--- src/rtl/efc_consts.svh ---
// How it works
// RQ1 - High voltage sets only with program or erase already selected, sequence followed.
// RQ2 - With erase selected, mass bit picks whole-array or single-page erase.
// RQ3 - Erase and program selects never both one; such a write fails.
// RQ4 - Array reads give one for erased bits, zero for programmed bits.
// RQ5 - Smallest erase unit is a 512-byte page on a 512-byte boundary.
// RQ6 - Page erase never clears the 48-byte vector area.
// RQ7 - Software page erase order: select, write, 5us, HV, 20ms, deselect, 5us, HV off.
// RQ8 - Software mass erase order: select, write, 5us, HV, 200ms, deselect, 100us.
// RQ9 - With program selected, array write address and data are captured.
// RQ10 - Programming acts on a 64-byte row on a 64-byte boundary.
// RQ11 - Software programs row: select, write, 5us, HV, 10us, bytes 20-40us each.
// RQ12 - Gaps between byte writes never exceed the maximum programming time.
// RQ13 - Sequence code never runs from the flash array itself.
// RQ14 - Sequence steps stay in order; unrelated work may come between.
// RQ15 - High voltage is refused when the addressed location is protected.
// RQ16 - Protected range runs from the derived start address to the top.
// RQ17 - Protect bits 7..1 give address bits 15..9; lower nine bits zero.
// RQ18 - Protect lsb matters only for all ones, which disables protection.
// RQ19 - Values 00..09 protect everything; FC..FE protect from FFCF upward.
// RQ20 - Option byte and vectors always protected; only mass erase clears them.
// RQ21 - User array 62,368 bytes, then 48 vector bytes and one option byte.
// RQ22 - All control bits come out of reset cleared.
`ifndef EFC_CONSTS_SVH
`define EFC_CONSTS_SVH

`define EFC_OFF_CTRL 4'h0
`define EFC_OFF_PROT 4'h4
`define EFC_OFF_LATCH 4'h8
`define EFC_OFF_STAT 4'hc

`define EFC_BIT_PGM 0
`define EFC_BIT_ERASE 1
`define EFC_BIT_MASS 2
`define EFC_BIT_HV 3

`define EFC_CTRL_RST 8'h00
`define EFC_PROT_RST 8'hff

`define EFC_USER_LO 16'h0860
`define EFC_USER_HI 16'hfbff
`define EFC_OPTION_ADDR 16'hffcf
`define EFC_PROT_ALL_MAX 8'h09
`define EFC_PROT_OPT_MIN 8'hfc
`define EFC_PROT_NONE 8'hff
`define EFC_PAGE_BITS 9
`define EFC_ROW_BITS 6

`define EFC_CLK_MHZ 25
`define EFC_T_NVS_US 5
`define EFC_NVS_CYC (`EFC_T_NVS_US * `EFC_CLK_MHZ)

`define EFC_RESP_OK 2'b00
`define EFC_RESP_ERR 2'b10

`endif

--- src/rtl/efc_pkg.sv ---
package efc_pkg;
	typedef enum logic [1:0] {
		EFC_MODE_IDLE,
		EFC_MODE_PROG,
		EFC_MODE_PAGE,
		EFC_MODE_MASS
	} efc_mode_t;
endpackage

--- src/rtl/efc_ctrl.sv ---
`timescale 1ns/100ps
`include "efc_consts.svh"

module efc_ctrl import efc_pkg::*; #(
	parameter int NVS_CYCLES = `EFC_NVS_CYC
) (
	// Clock and reset
	input wire logic clock_in,
	input wire logic sys_rst_in,
	// AXI4-Lite write
	input wire logic [3:0] s_axi_awaddr_in,
	input wire logic s_axi_awvalid_in,
	output logic s_axi_awready_out,
	input wire logic [31:0] s_axi_wdata_in,
	input wire logic [3:0] s_axi_wstrb_in,
	input wire logic s_axi_wvalid_in,
	output logic s_axi_wready_out,
	output logic [1:0] s_axi_bresp_out,
	output logic s_axi_bvalid_out,
	input wire logic s_axi_bready_in,
	// AXI4-Lite read
	input wire logic [3:0] s_axi_araddr_in,
	input wire logic s_axi_arvalid_in,
	output logic s_axi_arready_out,
	output logic [31:0] s_axi_rdata_out,
	output logic [1:0] s_axi_rresp_out,
	output logic s_axi_rvalid_out,
	input wire logic s_axi_rready_in,
	// CPU access to the array
	input wire logic arr_wr_in,
	input wire logic [15:0] arr_addr_in,
	input wire logic [7:0] arr_wdata_in,
	input wire logic [7:0] cell_programmed_in,
	output logic [7:0] arr_rdata_out,
	// Array macro control
	output logic high_voltage_out,
	output logic page_erase_out,
	output logic mass_erase_out,
	output logic [15:0] op_addr_out,
	output logic [7:0] prog_data_out,
	output logic prog_strobe_out
);

	// Start of the protected range; 17'h10000 means none
	function automatic logic [16:0] prot_start(input logic [7:0] v);
		logic [16:0] s;
		s = {1'b0, v[7:1], 9'h000};
		// Protect decode
		// RQ19 whole array / option byte and up
		if (v <= `EFC_PROT_ALL_MAX)
			s = 17'h00000;
		else if (v == `EFC_PROT_NONE)
			// RQ18 all ones disables
			s = 17'h10000;
		else if (v >= `EFC_PROT_OPT_MIN)
			s = {1'b0, `EFC_OPTION_ADDR};
		// RQ17 bits 7..1 to 15..9 apply otherwise
		return s;
	endfunction

	function automatic logic in_array(input logic [15:0] a);
		// RQ21 user, vector and option areas
		return (a >= `EFC_USER_LO && a <= `EFC_USER_HI) ||
			(a >= `EFC_OPTION_ADDR);
	endfunction

	logic [7:0] ctrl_r;
	logic [7:0] prot_r;
	logic [15:0] lat_addr_r;
	logic [7:0] lat_data_r;
	logic latched_r;
	logic [7:0] nvs_cnt_r;
	logic [3:0] awaddr_r;
	logic aw_full_r;
	logic [31:0] wdata_r;
	logic [3:0] wstrb_r;
	logic w_full_r;
	efc_mode_t mode;
	logic program_select, ers, mass, hv;
	logic wr_go, wr_map, ctrl_wr, prot_wr;
	logic [7:0] ctrl_nxt;
	logic addr_prot, hv_ok;

	assign program_select = ctrl_r[`EFC_BIT_PGM];
	assign ers = ctrl_r[`EFC_BIT_ERASE];
	assign mass = ctrl_r[`EFC_BIT_MASS];
	assign hv = ctrl_r[`EFC_BIT_HV];

	always_comb begin
		// RQ2 mass picks erase kind
		if (ers && mass)
			mode = EFC_MODE_MASS;
		else if (ers)
			mode = EFC_MODE_PAGE;
		else if (program_select)
			mode = EFC_MODE_PROG;
		else
			mode = EFC_MODE_IDLE;
	end

	// Write address and data may come in either order
	assign wr_go = aw_full_r && w_full_r && !s_axi_bvalid_out;
	assign wr_map = awaddr_r[1:0] == 2'b00 && (awaddr_r == `EFC_OFF_CTRL ||
		awaddr_r == `EFC_OFF_PROT);
	assign ctrl_wr = wr_go && awaddr_r == `EFC_OFF_CTRL && wstrb_r[0];
	assign prot_wr = wr_go && awaddr_r == `EFC_OFF_PROT && wstrb_r[0];

	always_comb begin
		// RQ16 protected up to the top
		addr_prot = {1'b0, lat_addr_r} >= prot_start(prot_r);
		unique case (mode)
			// RQ20 mass erase blocked only by the register
			EFC_MODE_MASS: addr_prot = prot_r != `EFC_PROT_NONE;
			// RQ6 vectors and option byte never page-erased
			EFC_MODE_PAGE,
			EFC_MODE_PROG: addr_prot = addr_prot ||
				lat_addr_r >= `EFC_OPTION_ADDR;
			EFC_MODE_IDLE: addr_prot = 1'b1;
		endcase
		// RQ1 selected, latch write done and settle time past
		// RQ15 refuse on protected location
		hv_ok = latched_r && nvs_cnt_r == 8'(NVS_CYCLES) && !addr_prot;
	end

	always_comb begin
		ctrl_nxt = {4'h0, s_axi_wdata_in[3:0] & 4'h0} | {4'h0,
			wdata_r[3:0]};
		// RQ3 both selects at once leaves them unchanged
		if (wdata_r[`EFC_BIT_PGM] && wdata_r[`EFC_BIT_ERASE]) begin
			ctrl_nxt[`EFC_BIT_PGM] = program_select;
			ctrl_nxt[`EFC_BIT_ERASE] = ers;
		end
		// RQ3 selecting one while the other is set is refused too
		if ((wdata_r[`EFC_BIT_PGM] && ers) ||
			(wdata_r[`EFC_BIT_ERASE] && program_select)) begin
			ctrl_nxt[`EFC_BIT_PGM] = program_select;
			ctrl_nxt[`EFC_BIT_ERASE] = ers;
		end
		// RQ1 setting high voltage needs an already-armed sequence
		if (wdata_r[`EFC_BIT_HV] && !hv && !hv_ok)
			ctrl_nxt[`EFC_BIT_HV] = 1'b0;
	end

	// Control register
	always_ff @(posedge clock_in) begin
		// RQ22 cleared at reset
		if (sys_rst_in)
			ctrl_r <= `EFC_CTRL_RST;
		else if (ctrl_wr)
			ctrl_r <= ctrl_nxt;
	end

	// Protect register, unprotected after reset
	always_ff @(posedge clock_in) begin
		if (sys_rst_in)
			prot_r <= `EFC_PROT_RST;
		else if (prot_wr)
			prot_r <= s_axi_wdata_in[7:0] & 8'h00 | wdata_r[7:0];
	end

	// Address/data latch and settle timer
	// Any return to idle drops the latch, so each sequence needs its own write
	always_ff @(posedge clock_in) begin
		if (sys_rst_in || mode == EFC_MODE_IDLE) begin
			latched_r <= 1'b0;
			lat_addr_r <= 16'h0000;
			lat_data_r <= 8'h00;
			nvs_cnt_r <= 8'h00;
		end else begin
			if (latched_r && nvs_cnt_r != 8'(NVS_CYCLES))
				nvs_cnt_r <= nvs_cnt_r + 8'h01;
			// RQ9 capture array write while selected
			if (arr_wr_in && in_array(arr_addr_in) && !hv) begin
				latched_r <= 1'b1;
				lat_addr_r <= arr_addr_in;
				lat_data_r <= arr_wdata_in;
				nvs_cnt_r <= 8'h00;
			end
		end
	end

	// Outputs to the array macro
	always_ff @(posedge clock_in) begin
		if (sys_rst_in) begin
			high_voltage_out <= 1'b0;
			page_erase_out <= 1'b0;
			mass_erase_out <= 1'b0;
			op_addr_out <= 16'h0000;
			prog_data_out <= 8'h00;
			prog_strobe_out <= 1'b0;
		end else begin
			// Erase levels lag the control bits by one cycle
			high_voltage_out <= hv;
			page_erase_out <= hv && mode == EFC_MODE_PAGE;
			mass_erase_out <= hv && mode == EFC_MODE_MASS;
			prog_strobe_out <= 1'b0;
			if (mode == EFC_MODE_PAGE)
				// RQ5 page aligned to 512 bytes
				op_addr_out <= {lat_addr_r[15:`EFC_PAGE_BITS],
					`EFC_PAGE_BITS'(0)};
			else if (mode != EFC_MODE_PROG)
				op_addr_out <= lat_addr_r;
			// RQ10 bytes only within the latched 64-byte row
			if (mode == EFC_MODE_PROG && hv && arr_wr_in &&
				arr_addr_in[15:`EFC_ROW_BITS] ==
				lat_addr_r[15:`EFC_ROW_BITS]) begin
				op_addr_out <= arr_addr_in;
				prog_data_out <= arr_wdata_in;
				prog_strobe_out <= 1'b1;
			end else if (mode == EFC_MODE_PROG && !hv) begin
				op_addr_out <= lat_addr_r;
				prog_data_out <= lat_data_r;
			end
		end
	end

	// Array read path
	always_ff @(posedge clock_in) begin
		// RQ4 erased reads one
		if (sys_rst_in)
			arr_rdata_out <= 8'hff;
		else
			arr_rdata_out <= ~cell_programmed_in;
	end

	// AXI4-Lite write channel
	always_ff @(posedge clock_in) begin
		if (sys_rst_in) begin
			aw_full_r <= 1'b0;
			w_full_r <= 1'b0;
			awaddr_r <= 4'h0;
			wdata_r <= 32'h0000_0000;
			wstrb_r <= 4'h0;
			s_axi_bvalid_out <= 1'b0;
			s_axi_bresp_out <= `EFC_RESP_OK;
		end else begin
			if (s_axi_awvalid_in && s_axi_awready_out) begin
				aw_full_r <= 1'b1;
				awaddr_r <= s_axi_awaddr_in;
			end
			if (s_axi_wvalid_in && s_axi_wready_out) begin
				w_full_r <= 1'b1;
				wdata_r <= s_axi_wdata_in;
				wstrb_r <= s_axi_wstrb_in;
			end
			if (wr_go) begin
				aw_full_r <= 1'b0;
				w_full_r <= 1'b0;
				s_axi_bvalid_out <= 1'b1;
				s_axi_bresp_out <= wr_map ? `EFC_RESP_OK : `EFC_RESP_ERR;
			end else if (s_axi_bready_in)
				s_axi_bvalid_out <= 1'b0;
		end
	end

	// Readies pulse for one cycle; a held valid meets the next pulse
	always_ff @(posedge clock_in) begin
		if (sys_rst_in) begin
			s_axi_awready_out <= 1'b0;
			s_axi_wready_out <= 1'b0;
		end else begin
			s_axi_awready_out <= !aw_full_r && !s_axi_awready_out &&
				!s_axi_bvalid_out;
			s_axi_wready_out <= !w_full_r && !s_axi_wready_out &&
				!s_axi_bvalid_out;
			if (s_axi_awvalid_in && s_axi_awready_out)
				s_axi_awready_out <= 1'b0;
			if (s_axi_wvalid_in && s_axi_wready_out)
				s_axi_wready_out <= 1'b0;
		end
	end

	// AXI4-Lite read channel
	always_ff @(posedge clock_in) begin
		if (sys_rst_in) begin
			s_axi_arready_out <= 1'b0;
			s_axi_rvalid_out <= 1'b0;
			s_axi_rdata_out <= 32'h0000_0000;
			s_axi_rresp_out <= `EFC_RESP_OK;
		end else begin
			s_axi_arready_out <= !s_axi_arready_out && !s_axi_rvalid_out;
			if (s_axi_arvalid_in && s_axi_arready_out) begin
				s_axi_arready_out <= 1'b0;
				s_axi_rvalid_out <= 1'b1;
				s_axi_rresp_out <= `EFC_RESP_OK;
				unique case (s_axi_araddr_in)
					`EFC_OFF_CTRL: s_axi_rdata_out <= {24'h0, ctrl_r};
					`EFC_OFF_PROT: s_axi_rdata_out <= {24'h0, prot_r};
					`EFC_OFF_LATCH: s_axi_rdata_out <= {8'h0,
						lat_data_r, lat_addr_r};
					// Status word: hv_ok, latched, protected, mode
					`EFC_OFF_STAT: s_axi_rdata_out <= {27'h0, hv_ok,
						latched_r, addr_prot, mode};
					default: begin
						s_axi_rdata_out <= 32'h0000_0000;
						s_axi_rresp_out <= `EFC_RESP_ERR;
					end
				endcase
			end else if (s_axi_rvalid_out && s_axi_rready_in)
				s_axi_rvalid_out <= 1'b0;
		end
	end

endmodule

--- config.mk ---
export PLATFORM = sky130hd
export DESIGN_NAME = efc_ctrl
export DESIGN_NICKNAME = d
export VERILOG_FILES = /design/src/rtl/efc_pkg.sv /design/src/rtl/efc_ctrl.sv
export VERILOG_INCLUDE_DIRS = /design/src /design/src/rtl
export SDC_FILE = /design/constraint.sdc
export NUM_CORES = 1
export LEC_CHECK = 0
export BUFFER_PORTS_ARGS = -buffer_cell sky130_fd_sc_hd__buf_2
export CAP_MARGIN = 25
export CORE_ASPECT_RATIO = 0.6
export CORE_MARGIN = 2
export CORE_UTILIZATION = 52
export CTS_CLUSTER_DIAMETER = 200
export DETAILED_ROUTE_END_ITERATION = 7
export GPL_TIMING_DRIVEN = 0
export PLACE_DENSITY_LB_ADDON = 0.12
export SLEW_MARGIN = 20
export SYNTH_ARGS = -nofsm -noshare
export SYNTH_HDL_FRONTEND = slang
export SYNTH_SLANG_ARGS = --single-unit
--- constraint.sdc ---
create_clock -name clock_in -period 3.4 [get_ports clock_in]
set_input_delay 0.68 -clock clock_in [delete_from_list [all_inputs] [get_ports clock_in]]
set_output_delay 0.68 -clock clock_in [all_outputs]
set_load 0.01 [all_outputs]
==> impl_metrics.json <==
{
  "firstDrtPassIters": 5,
  "start_kind": "flip-flop",
  "crit_chain": "nand4_1 -> or3_1 -> buf_2 -> a21boi_0 -> nand2_1 -> ha_1 -> a21oi_1 -> a21boi_0 -> o211ai_1 -> a31oi_1 -> nor4_1 -> o221a_2",
  "die_h_um": 83.13,
  "syn_area_um2": 5426,
  "rsz0062_at_grt": "false",
  "area_delta_synth_final_pct": 26.91,
  "post_cts_resized": 0,
  "vias": 5100,
  "synth_edf_count": 0,
  "status": "completed",
  "wl_per_cell_um": 17.05,
  "clkTransAtPathRegs_ps": 50,
  "dp_hpwl_mm": 11.17,
  "grt_pass1_vias": 4808,
  "cts_buffers": 17,
  "cts.sinks": 127,
  "ys_async_sr_fraction": 0,
  "p_per_area_nw_per_um2": 533.6,
  "cp_top_family": "simple AND/OR/NAND/NOR gates",
  "initial_core_util": 0.5416,
  "core_area_um2": 10020,
  "grtUsageMet1": 0.3992,
  "nNetsFinal": 857,
  "setup_viol": 0,
  "cts_tree": "done",
  "slew_violations": 0,
  "p_leak_nw": 2.982,
  "drc": 0,
  "slew_headroom": 0.3972,
  "die_area_um2": 11300,
  "n_antenna_cell": 0,
  "ys.flop_type": "dfxtp_1",
  "cts_buffer_depth": 2,
  "timing.final.crit_share": 0.9321,
  "hold_violations": 0,
  "fmaxAchievable_ghz": 0.3155,
  "clock_latency_ps": 420,
  "synth-seq-cells": 127,
  "synth_cell_type_count": 53,
  "use_met3": 0.07998,
  "wirelength_mm": 15.43,
  "num_rows": 28,
  "grtUsageTotal": 0.2794,
  "critPathKind": "flip-flop to flip-flop",
  "ios": 161,
  "drive_gt1_frac": 0.2325,
  "antenna_found_initial": 0,
  "root_buffer": "clkbuf_16",
  "cts_max_level": 4,
  "path_max_fanout": 7,
  "critPathMaxStageDelay_ps": 440,
  "die_w_um": 135.9,
  "vdd_ir_drop_max_mv": 0.3747,
  "fin_setup_tns_ps": 0,
  "routed_via_density": 5.635,
  "postCtsSetupBuffers": 0,
  "tightest_slew_ps": 894.7,
  "port_buffers": 123,
  "cp_common_cell": "a21boi_0",
  "postRouteAntennaNets": 0,
  "power_mw": 3.675,
  "hold_path_class": "input pin to flip-flop",
  "grt_pass1_wl_mm": 24.50,
  "skew_ps": 8.740,
  "synth_seq_area_share": 0.4685,
  "cp-end-kind": "flip-flop",
  "drtIter0Drc": 431,
  "cp_data_required_time_ps": 3760,
  "avgSynthCellArea_um2": 8.955,
  "critPathSlowestCell": "dfxtp_1",
  "grt_max_degree": 17,
  "fin_crit_ps": 3169,
  "gp_congestion": 0.9204,
  "busiest_layer": "met2",
  "arrival_ps": 3530,
  "hold_buffers": 0,
  "postSynthCellCount": 606,
  "grt_use_met2": 0.4077,
  "ys_warn_count": 0,
  "cp_num_buf_inv": 1,
  "grt-ovfl-total": 0,
  "cap_violations": 0
}
-- layout by cell type, fill, tap and decap left out, types with 3 or more instances in the layout --
master and count:
nor3b_1 3, mux2i_1 42, ha_1 16, nor4_1 8, nand3_1 23, inv_1 3, clkbuf_1 22, a21oi_1 31
xor2_1 14, nand4_1 12, dfxtp_1 127, a311oi_1 6, clkbuf_8 4, xnor2_1 3, bufinv_16 4, o21ai_0 10
a22o_1 4, and2_1 4, and3_1 3, nor3_1 13, nand2b_1 3, a22oi_1 20, buf_4 12, clkbuf_16 17
a211oi_1 10, nand3b_1 7, nand2_1 80, nor2b_1 5, buf_2 129, nor2_1 87, conb_1 10
-- per-layer routing --
metal | up-vias | wire length (µm)
li1 | 2418 | -
met1 | 2391 | 7227
met2 | 264 | 6490
met3 | 27 | 1475
met4 | 0 | 235
met5 | - | 0
-- per-stage QoR --
stage / worst slack (ps) / instance area (µm²) / cells / utilization / hold WS [ps]
after global routing: 33.62 / 6887 / 905 / 0.6873 / 413.7
after floorplan: 822.5 / 5460 / 615 / - / 436.3
final: 230.9 / 6887 / 905 / 0.6873 / 419.5
after detailed placement: 342.6 / 6245 / 873 / 0.6233 / 444.0
after CTS: 320.2 / 6887 / 905 / 0.6873 / 407.5
after global placement: 371.9 / 6245 / 873 / 0.6233 / 439.4
-- cell usage after synthesis, types with 2 or more instances --
library cell / instances / share of area
nand3b_1: 7 / 0.0097
nor2b_1: 5 / 0.0058
o31a_1: 2 / 0.0032
and3_1: 3 / 0.0035
nand2b_1: 3 / 0.0035
and4_1: 2 / 0.0032
nor3_1: 13 / 0.012
a22oi_1: 20 / 0.028
buf_6: 2 / 0.0042
nand2_1: 80 / 0.055
clkbuf_1: 20 / 0.014
buf_4: 12 / 0.017
inv_1: 3 / 0.0021
mux2i_1: 42 / 0.077
or3_1: 2 / 0.0023
dfxtp_1: 127 / 0.47
xor2_1: 14 / 0.023
nor2_1: 87 / 0.060
a311oi_1: 6 / 0.0097
ha_1: 16 / 0.037
o21ai_0: 10 / 0.0092
a221oi_1: 2 / 0.0032
nand3_1: 23 / 0.021
a21oi_1: 31 / 0.029
a211oi_1: 10 / 0.014
nor3b_1: 3 / 0.0042
xnor2_1: 3 / 0.0048
o211ai_1: 2 / 0.0028
buf_2: 6 / 0.0055
nand4_1: 12 / 0.014
o21a_1: 2 / 0.0028
nor4_1: 8 / 0.0092
a22o_1: 4 / 0.0065
a21boi_0: 2 / 0.0028
and2_1: 4 / 0.0046
-- area by class of cell --
type	count	area (µm²)
fill	853	3133
multi-input combinational	442	2676
sequential	127	2542
timing repair buffer	123	615.6
clock buffer	23	488.0
buffer	42	226.5
tap	135	168.9
clock inverter	9	153.9
inverter	4	15.01
-- path summary, 6_finish.rpt --
path / start / end / slack, ps / cells after the start
worst max register to register: prot_r[4] / ctrl_r[3] / 230 / 12
worst min-delay path: cell_programmed_in[6] / arr_rdata_out[6] / 420 / 2
worst max-delay path: prot_r[4] / ctrl_r[3] / 230 / 12
worst min register to register: op_addr_out[6] / op_addr_out[6] / 450 / 2
-- flip-flops by register name, indices dropped and copies added, names as in the netlist, 4 cells and up --
signal and count:
arr_rdata_out 8, awaddr_r 4, ctrl_r 4, lat_addr_r 16, lat_data_r 8, nvs_cnt_r 8, op_addr_out 16, prog_data_out 8
prot_r 8, s_axi_rdata_out 24, wdata_r 8
-- kinds of logic (layout without fill, tap and decap cells) --
| logic type | count (synthesis) | in the layout | synth area share |
|---|---|---|---|
| AND/OR/NAND/NOR | 258 | 258 | 0.2172 |
| AO/OA/AOI/OAI | 97 | 97 | 0.1210 |
| XOR/XNOR | 17 | 17 | 0.02744 |
| multiplexers | 44 | 44 | 0.08370 |
| other | 1 | 10 | 0.0006911 |
| buffers and inverters | 46 | 201 | 0.04450 |
| flip-flops | 127 | 127 | 0.4685 |
| adder cells (fa/ha/maj) | 16 | 16 | 0.03689 |
-- power by group --
group / internal, mW / switching [mW]
Combinational: 0.0815 / 0.118
Sequential: 1.51 / 0.0160
Clock: 1.30 / 0.644
No activity file was read; power rests on OpenSTA's default activity.
